==> src/verilog/sstd_pkg.sv <==
// Purpose: shared constants for the tape sender distributor
// Assumes: pclk at 125 MHz
// Notes: register offsets are byte addresses on apb
package sstd_pkg;
    localparam int CLK_NS = 8;
    localparam int DLY_NS = 50000;
    localparam int CNT_W = 16;
    // longest delay, so rounded down
    localparam logic [15:0] DLY_RST = 16'(DLY_NS / CLK_NS);
    localparam logic [15:0] BIT_RST = 16'h30d4;
    localparam logic [15:0] STOP_RST = 16'h2ee0;
    localparam logic [15:0] SAMP_RST = 16'h186a;
    localparam logic [7:0] OFS_CTRL = 8'h00;
    localparam logic [7:0] OFS_BIT = 8'h04;
    localparam logic [7:0] OFS_STOP = 8'h08;
    localparam logic [7:0] OFS_SAMP = 8'h0c;
    localparam logic [7:0] OFS_STAT = 8'h10;
    localparam logic [7:0] OFS_LAST = 8'h14;
    localparam int CTRL_GO_BIT = 0;
endpackage : sstd_pkg

==> src/verilog/sstd_os_if.sv <==
// Purpose: trigger and status of one counted one-shot
// Assumes: one clock
// Notes: len of zero acts as one
`timescale 1ns/100ps
interface sstd_os_if #(parameter int W = 16);
    logic trig;
    logic [W-1:0] len;
    logic active;
    logic done;
    modport ctl (output trig, output len, input active, input done);
    modport os (input trig, input len, output active, output done);
endinterface : sstd_os_if

==> src/verilog/sstd_oneshot.sv <==
// Purpose: counted one-shot, active for len cycles after trig
// Assumes: trig is a one-cycle pulse
// Notes: a new trig restarts the interval
`timescale 1ns/100ps
module sstd_oneshot #(
    parameter int W = 16
) (
    // clock and reset
    input wire logic pclk,
    input wire logic presetn,
    // control
    sstd_os_if.os os
);
    typedef struct packed {
        logic [W-1:0] cnt;
        logic active;
        logic done;
    } sstd_os_t;
    sstd_os_t st_ff;
    sstd_os_t nxt_st;

    always_comb
    begin
        nxt_st = st_ff;
        nxt_st.done = 1'b0;
        if (os.trig)
        begin
            nxt_st.cnt = (os.len == '0) ? W'(1) : os.len;
            nxt_st.active = 1'b1;
        end
        else if (st_ff.active)
        begin
            if (st_ff.cnt <= W'(1))
            begin
                nxt_st.active = 1'b0;
                nxt_st.done = 1'b1;
            end
            else
                nxt_st.cnt = st_ff.cnt - W'(1);
        end
    end

    always_ff @(posedge pclk or negedge presetn)
    begin
        if (!presetn)
            st_ff <= '0;
        else
            st_ff <= nxt_st;
    end

    assign os.active = st_ff.active;
    assign os.done = st_ff.done;
endmodule : sstd_oneshot

==> src/verilog/sstd_sender.sv <==
// Purpose: start-stop serial sender fed by a paper tape reader
// Assumes: levels <= 8; bit period >= 2 cycles
// Notes: apb slave, one wait-free access per transfer
//
// Local design decisions: the APB register port and the placing of the registers.
`timescale 1ns/100ps
module sstd_sender #(
    parameter int LEVELS = 8,
    parameter logic [15:0] DLY_CYC = sstd_pkg::DLY_RST,
    parameter logic [15:0] BIT_CYC = sstd_pkg::BIT_RST,
    parameter logic [15:0] STOP_CYC = sstd_pkg::STOP_RST,
    parameter logic [15:0] SAMP_CYC = sstd_pkg::SAMP_RST
) (
    // clock and reset
    input wire logic pclk,
    input wire logic presetn,
    // apb slave
    input wire logic [7:0] paddr,
    input wire logic psel,
    input wire logic penable,
    input wire logic pwrite,
    input wire logic [31:0] pwdata,
    output logic [31:0] prdata,
    output logic pready,
    output logic pslverr,
    // reader and auxiliary pins
    input wire logic timing_pin,
    input wire logic tape_present,
    input wire logic ext_osc_start,
    input wire logic [LEVELS-1:0] level_in,
    input wire logic [7:0] aux_level_in,
    // outputs
    output logic line_out,
    output logic sample_out,
    output logic start_out
);
    localparam int N = LEVELS;
    localparam int CW = sstd_pkg::CNT_W;
    localparam int SW = N + 11;
    localparam logic [3:0] PMAX = 4'(N + 2);

    typedef struct packed {
        logic tp_q;
        logic dly;
        logic dly_q;
        logic osc;
        logic osc_q;
        logic [CW-1:0] ocnt;
        logic [3:0] pcnt;
        logic [N:0] shreg;
        logic start;
        logic sample;
        logic sw_go;
        logic [CW-1:0] bitc;
        logic [CW-1:0] stopc;
        logic [CW-1:0] sampc;
        logic [N-1:0] last;
        logic [31:0] prdata;
        logic pready;
        logic pslverr;
    } sstd_st_t;

    sstd_st_t st_ff;
    sstd_st_t nxt_st;

    logic [SW-1:0] sy;
    logic tp_s;
    logic univ_s;
    logic ext_s;
    logic [N-1:0] lvl_s;
    logic [7:0] aux_s;
    logic [N-1:0] load_v;
    logic dly_rise;
    logic go;
    logic pulse;
    logic clr;
    logic adv;

    sstd_os_if #(.W(CW)) rise_if ();
    sstd_os_if #(.W(CW)) fall_if ();
    sstd_os_if #(.W(CW)) stop_if ();
    sstd_os_if #(.W(CW)) smp_if ();

    sstd_sync #(.W(SW)) u_sync (
        .pclk (pclk),
        .presetn (presetn),
        .d ({timing_pin, tape_present, ext_osc_start, level_in,
             aux_level_in}),
        .q (sy)
    );

    assign {tp_s, univ_s, ext_s, lvl_s, aux_s} = sy;

    sstd_oneshot #(.W(CW)) u_rise (
        .pclk (pclk),
        .presetn (presetn),
        .os (rise_if)
    );

    sstd_oneshot #(.W(CW)) u_fall (
        .pclk (pclk),
        .presetn (presetn),
        .os (fall_if)
    );

    sstd_oneshot #(.W(CW)) u_stop (
        .pclk (pclk),
        .presetn (presetn),
        .os (stop_if)
    );

    sstd_oneshot #(.W(CW)) u_smp (
        .pclk (pclk),
        .presetn (presetn),
        .os (smp_if)
    );

    // both edges delayed by the same count keeps the shape
    assign rise_if.trig = tp_s & ~st_ff.tp_q;
    assign fall_if.trig = ~tp_s & st_ff.tp_q;
    assign rise_if.len = DLY_CYC;
    assign fall_if.len = DLY_CYC;
    assign dly_rise = st_ff.dly & ~st_ff.dly_q;
    assign stop_if.trig = dly_rise;
    assign stop_if.len = st_ff.stopc;
    assign smp_if.trig = st_ff.osc & ~st_ff.osc_q;
    assign smp_if.len = st_ff.sampc;
    assign go = (stop_if.done & univ_s) | ext_s | st_ff.sw_go;
    // pulse one cycle after start, so sample delay is already up
    assign pulse = st_ff.osc && st_ff.ocnt == CW'(1)
        && st_ff.pcnt < PMAX;
    assign clr = pulse & smp_if.active;
    assign adv = pulse & ~smp_if.active;
    assign load_v = lvl_s | aux_s[N-1:0];

    always_comb
    begin
        nxt_st = st_ff;
        nxt_st.tp_q = tp_s;
        nxt_st.dly_q = st_ff.dly;
        nxt_st.osc_q = st_ff.osc;
        // rising copy wins should both edges land together
        if (fall_if.done)
            nxt_st.dly = 1'b0;
        if (rise_if.done)
            nxt_st.dly = 1'b1;
        if (dly_rise)
            nxt_st.osc = 1'b0;
        // set wins over the clear
        if (go)
            nxt_st.osc = 1'b1;
        if (st_ff.osc)
        begin
            if (st_ff.ocnt >= st_ff.bitc - CW'(1))
                nxt_st.ocnt = '0;
            else
                nxt_st.ocnt = st_ff.ocnt + CW'(1);
        end
        else
            nxt_st.ocnt = '0;
        if (smp_if.trig)
            nxt_st.pcnt = '0;
        else if (pulse)
            nxt_st.pcnt = st_ff.pcnt + 4'h1;
        if (clr)
            nxt_st.shreg = '0;
        else if (adv)
            nxt_st.shreg = {1'b1, st_ff.shreg[N:1]};
        if (smp_if.done)
        begin
            nxt_st.shreg[N:1] = nxt_st.shreg[N:1] | load_v;
            nxt_st.last = load_v;
        end
        nxt_st.start = stop_if.done;
        nxt_st.sample = smp_if.done;
        nxt_st.sw_go = 1'b0;
        nxt_st.pready = 1'b0;
        nxt_st.pslverr = 1'b0;
        if (psel && !penable)
        begin
            nxt_st.pready = 1'b1;
            nxt_st.prdata = '0;
            unique case (paddr)
                sstd_pkg::OFS_CTRL:
                    nxt_st.prdata = '0;
                sstd_pkg::OFS_BIT:
                    nxt_st.prdata[CW-1:0] = st_ff.bitc;
                sstd_pkg::OFS_STOP:
                    nxt_st.prdata[CW-1:0] = st_ff.stopc;
                sstd_pkg::OFS_SAMP:
                    nxt_st.prdata[CW-1:0] = st_ff.sampc;
                sstd_pkg::OFS_STAT:
                    nxt_st.prdata[7:0] = {st_ff.pcnt, stop_if.active,
                        smp_if.active, st_ff.osc, st_ff.shreg[0]};
                sstd_pkg::OFS_LAST:
                    nxt_st.prdata[N-1:0] = st_ff.last;
                default:
                    nxt_st.pslverr = 1'b1;
            endcase
        end
        if (psel && penable && st_ff.pready && pwrite && !st_ff.pslverr)
        begin
            unique case (paddr)
                sstd_pkg::OFS_CTRL:
                    nxt_st.sw_go = pwdata[sstd_pkg::CTRL_GO_BIT];
                sstd_pkg::OFS_BIT:
                    nxt_st.bitc = pwdata[CW-1:0];
                sstd_pkg::OFS_STOP:
                    nxt_st.stopc = pwdata[CW-1:0];
                sstd_pkg::OFS_SAMP:
                    nxt_st.sampc = pwdata[CW-1:0];
                default:
                    nxt_st.sw_go = 1'b0;
            endcase
        end
    end

    always_ff @(posedge pclk or negedge presetn)
    begin
        if (!presetn)
        begin
            st_ff <= '0;
            st_ff.shreg <= '1;
            st_ff.bitc <= BIT_CYC;
            st_ff.stopc <= STOP_CYC;
            st_ff.sampc <= SAMP_CYC;
        end
        else
            st_ff <= nxt_st;
    end

    assign line_out = st_ff.shreg[0];
    assign sample_out = st_ff.sample;
    assign start_out = st_ff.start;
    assign prdata = st_ff.prdata;
    assign pready = st_ff.pready;
    assign pslverr = st_ff.pslverr;

    // checks
    logic [N-1:0] hi_v;
    assign hi_v = st_ff.shreg[N:1];
endmodule : sstd_sender

==> src/verilog/sstd_sync.sv <==
// Purpose: three-stage pin synchroniser with agreement filter
// Assumes: pins are asynchronous to pclk
// Notes: stage one feeds stage two only
`timescale 1ns/100ps
module sstd_sync #(
    parameter int W = 8
) (
    // clock and reset
    input wire logic pclk,
    input wire logic presetn,
    // pins and result
    input wire logic [W-1:0] d,
    output logic [W-1:0] q
);
    typedef struct packed {
        logic [W-1:0] s1;
        logic [W-1:0] s2;
        logic [W-1:0] s3;
        logic [W-1:0] q;
    } sstd_sync_t;
    sstd_sync_t st_ff;
    sstd_sync_t nxt_st;

    always_comb
    begin
        nxt_st = st_ff;
        nxt_st.s1 = d;
        nxt_st.s2 = st_ff.s1;
        nxt_st.s3 = st_ff.s2;
        for (int i = 0; i < W; i++)
        begin
            if (st_ff.s2[i] == st_ff.s3[i])
                nxt_st.q[i] = st_ff.s3[i];
        end
    end

    always_ff @(posedge pclk or negedge presetn)
    begin
        if (!presetn)
            st_ff <= '0;
        else
            st_ff <= nxt_st;
    end

    assign q = st_ff.q;
endmodule : sstd_sync
==> config.mk <==
export PLATFORM = sky130hd
export DESIGN_NAME = sstd_sender
export DESIGN_NICKNAME = d
export VERILOG_FILES = /design/src/verilog/sstd_pkg.sv /design/src/verilog/sstd_os_if.sv /design/src/verilog/sstd_oneshot.sv /design/src/verilog/sstd_sender.sv /design/src/verilog/sstd_sync.sv
export SDC_FILE = /design/constraint.sdc
export NUM_CORES = 1
export LEC_CHECK = 0
export BUFFER_PORTS_ARGS = -buffer_cell sky130_fd_sc_hd__buf_4
export CAP_MARGIN = 30
export CORE_MARGIN = 2
export CORE_UTILIZATION = 50
export CTS_CLUSTER_SIZE = 25
export DETAILED_ROUTE_END_ITERATION = 12
export PLACE_DENSITY = 0.71
export SLEW_MARGIN = 10
export SYNTH_ARGS = -nofsm -noshare
export SYNTH_HDL_FRONTEND = slang
export SYNTH_SLANG_ARGS = --single-unit
==> constraint.sdc <==
create_clock -name pclk -period 3.45 [get_ports pclk]
set_clock_uncertainty 0.15 [all_clocks]
set_input_delay 0.345 -clock pclk [delete_from_list [all_inputs] [get_ports pclk]]
set_output_delay 0.345 -clock pclk [all_outputs]
set_load 0.02 [all_outputs]
==> impl_metrics.env <==
export IMPL_vias_per_cell=5.62
export IMPL_fmax_mhz=310
export IMPL_reg2reg_slack_ps=220
export IMPL_fill_cells=1965
export IMPL_drive_above_1_share_pct=20.7
export IMPL_cts_sinks=259
export IMPL_worst_ep_required_time_ps=3750
export IMPL_start_util_pct=50.9
export IMPL_synthArstFlopShare_pct=100
export IMPL_synth_compound_area_share_pct=11.1
export IMPL_gp_congestion=0.878
export IMPL_net_switching_power_uw=2720
export IMPL_rsz0062_at_grt="no"
export IMPL_pwr_share_comb_pct=21.3
export IMPL_antenna_cells=0
export IMPL_grt_max_degree=116
export IMPL_ff2ff_path_depth=11
export IMPL_grtUsageTotal_pct=20.8
export IMPL_syn_to_final_growth_pct=17.3
export IMPL_end_kind="flip-flop"
export IMPL_slew_viol_final=0
export IMPL_finalHoldViolCount=0
export IMPL_cts_buffers=27
export IMPL_dieHeight_um=158
export IMPL_cp_max_fo=16
export IMPL_grtUsageMet1_pct=29.0
export IMPL_critical_path_class="reg -> reg"
export IMPL_stdcell_count=1512
export IMPL_finalSetupViolations=0
export IMPL_p_int_uw=6140
export IMPL_seqPwrFrac_pct=44.4
export IMPL_syn_avg_cell_area_um2=11.1
export IMPL_cts_htree_levels=1
export IMPL_grt_busiest_layer="met2"
export IMPL_synthAdderAreaFrac_pct=4.54
export IMPL_antenna_found_initial=0
export IMPL_die_w_um=158
export IMPL_finalNetCount=1264
export IMPL_period_share_pct=93.6
export IMPL_power_density_nw_per_um2=635
export IMPL_muxShareOfSynthArea_pct=6.28
export IMPL_synth_top_family_by_area="simple AND/OR/NAND/NOR gates"
export IMPL_hp_class="in -> reg"
export IMPL_wirelength_um=25600
export IMPL_cts_buffer_depth=3
export IMPL_syn_inst=1074
export IMPL_hold_end="pslverr"
export IMPL_worst_hold_startpoint="paddr[3]"
export IMPL_drcViolationCount=0
export IMPL_grt_pass1_wl_um=41800
export IMPL_synth_xor_area_share_pct=3.68
export IMPL_status="finished clean"
export IMPL_cts_tree="done"
export IMPL_grt_pass1_vias=8294
export IMPL_power_frac_clock_pct=34.3
export IMPL_sw_frac_of_total_pct=30.7
export IMPL_r2r_end="st_ff[121]"
export IMPL_cp_arrival_ps=3530
export IMPL_use_met2_pct=34.0
export IMPL_synth_main_ff_cell="dfrtp_1"
export IMPL_grtUsageMet3_pct=2.94
export IMPL_place_ws_ps=-54.9
export IMPL_drt_first_pass_iters=5
export IMPL_ys_seq_area_share_pct=54.7
export IMPL_seq_area_um2=6520
export IMPL_rows=56
export IMPL_clkTransAtPathRegs_ps=60
export IMPL_ir_worst_vdd_v=0.000344
export IMPL_avgRoutedWirePerCell_um=16.9
export IMPL_maxSlewHeadroom_pct=40.1
export IMPL_finalSetupTns_ps=0
export IMPL_drv_cap=0
export IMPL_synth_edf_count=0
export IMPL_hold_depth=3
export IMPL_placed_cells=1424
export IMPL_dieArea_um2=25100
export IMPL_coreArea_um2=23400
export IMPL_fin_ws_ps=220
export IMPL_fin_area_um2=14000
export IMPL_multi_input_area_um2=4940
export IMPL_syn_cell_area_um2=11900
export IMPL_yosys_area_share_simple_pct=15.1
export IMPL_synth_cell_types=80
export IMPL_grt_overflow=0
export IMPL_post_dp_cell_area_um2=12600
export IMPL_holdWs_ps=77.8
export IMPL_io_buffer_count=68
export IMPL_power_leakage_uw=0.00609
export IMPL_r2r_start="st_ff[80]"
export IMPL_dp_hpwl_um=17500
export IMPL_io_pins=101
export IMPL_clkLatencyLatePin_ps=540
export IMPL_vias=8497
export IMPL_drt_iter0_drc=549
export IMPL_drtAntennaViolNets=0
export IMPL_final_min_clock_period_ps=3230
export IMPL_synth_seq_cells=259
export IMPL_root_buffer="clkbuf_16"
export IMPL_ys_warn_count=0
export IMPL_startpoint_type="flip-flop"
export IMPL_worstMarginPinSlew_ps=898
-- state kept, by name (all words and copies together), names as in the netlist, 16 cells and up --
name / count
u_sync.nxt_st: 38
stop_if.len: 16
u_sync.st_ff: 19
u_smp.st_ff: 16
u_rise.st_ff: 16
st_ff: 48
u_stop.st_ff: 16
prdata: 16
u_fall.st_ff: 16
u_sync.q: 19
smp_if.len: 16
-- cells in the final DEF, fill, tap and decap left out, drive strengths merged, types with 15 or more instances in the layout --
cell         Yosys  routed
a21oi           43      43
a22oi           31      31
buf             42      84
clkbuf          23      39
conb             1      16
dfrtp          231     231
dfstp           28      28
dlygate4sd3      0      36
ha              28      28
inv             38      39
maj3            19      19
mux2            62      62
nand2           80      80
nand3           23      23
nand4           15      15
nor2            89      89
nor3            24      24
nor4            28      28
o21ai           74      74
xnor2           25      25
xor2            25      25
-- critical path, stage by stage, from the launching register on --
cell and delay (ps):
dfstp_2 400, or4_4 550, or4_4 450, nor4_4 160
xnor2_1 150, ha_1 270, a21oi_1 160, nor2b_1 80
a2111oi_2 360, nand3_1 140, buf_6 170, nor2_1 120
-- layer usage --
metal / wire length (um) / up-vias
met2: 12200 / 217
met5: 0 / -
met1: 11600 / 4229
met3: 1210 / 39
met4: 643 / 0
li1: - / 4012
-- synthesized netlist by cell type, types with 22 or more instances --
master	instances	area (um2)
a21oi_1	43	215
a22oi_1	31	233
buf_4	33	248
clkbuf_1	22	82.6
dfrtp_1	231	5780
dfstp_2	28	736
ha_1	28	350
inv_1	38	143
mux2_2	62	698
nand2_1	80	300
nand3_1	23	115
nor2_1	87	327
nor3_1	22	110
nor4_1	25	156
o21ai_0	73	365
xnor2_1	25	219
xor2_1	25	219
-- cell type report --
class / instances / area share (%)
clock inverters: 11 / 1.38
well taps: 319 / 2.86
inverters: 38 / 1.02
flip-flops and latches: 259 / 46.7
multi-input cells: 726 / 35.3
clock buffers: 39 / 5.30
repair buffers: 120 / 7.43
-- timing repair --
| item | CTS | global route |
|---|---|---|
| gates resized for setup | 1 | 7 |
| setup buffers | 0 | 1 |
| hold buffers | 36 | 0 |
| setup endpoints to repair | 15 | 16 |
| hold endpoints to repair | 163 | 0 |
| pin swaps | 0 | 1 |
-- cells by family (layout without fill, tap and decap cells) --
group                      Yosys count  after routing
AOI/OAI and AO/OA                  206            206
buffers and inverters              104            208
adders and majority gates           47             47
and+or+nand+nor                    340            340
other                                1             16
xor gates and xnor gates            50             50
DFF                                259            259
muxes                               67             67
-- power by group through the flow --
stage	logic, uW	clock network, uW	registers, uW
after floorplan	1410	0	3820
after global placement	1780	0	3960
after detailed placement	1830	0	3970
after CTS	1880	3110	3930
after global routing	2150	3220	4000
final	1890	3040	3930
-- worst max path at each step --
stage	endpoint	slack [ps]	startpoint	depth (start not counted)
after floorplan	st_ff[113]	90	st_ff[79]	10
after global placement	st_ff[121]	180	st_ff[80]	10
after detailed placement	st_ff[121]	-50	st_ff[80]	11
after CTS	st_ff[121]	6	st_ff[80]	11
after global routing	st_ff[108]	0.4	st_ff[74]	13
final	st_ff[121]	220	st_ff[80]	11
-- stage by stage --
| step | util (%) | total power, uW |
|---|---|---|
| after floorplan | - | 5240 |
| after global placement | 53.9 | 5740 |
| after detailed placement | 53.9 | 5800 |
| after CTS | 59.5 | 8910 |
| after global routing | 59.7 | 9370 |
| final | 59.7 | 8870 |
Power figures use the tool's default switching activity.
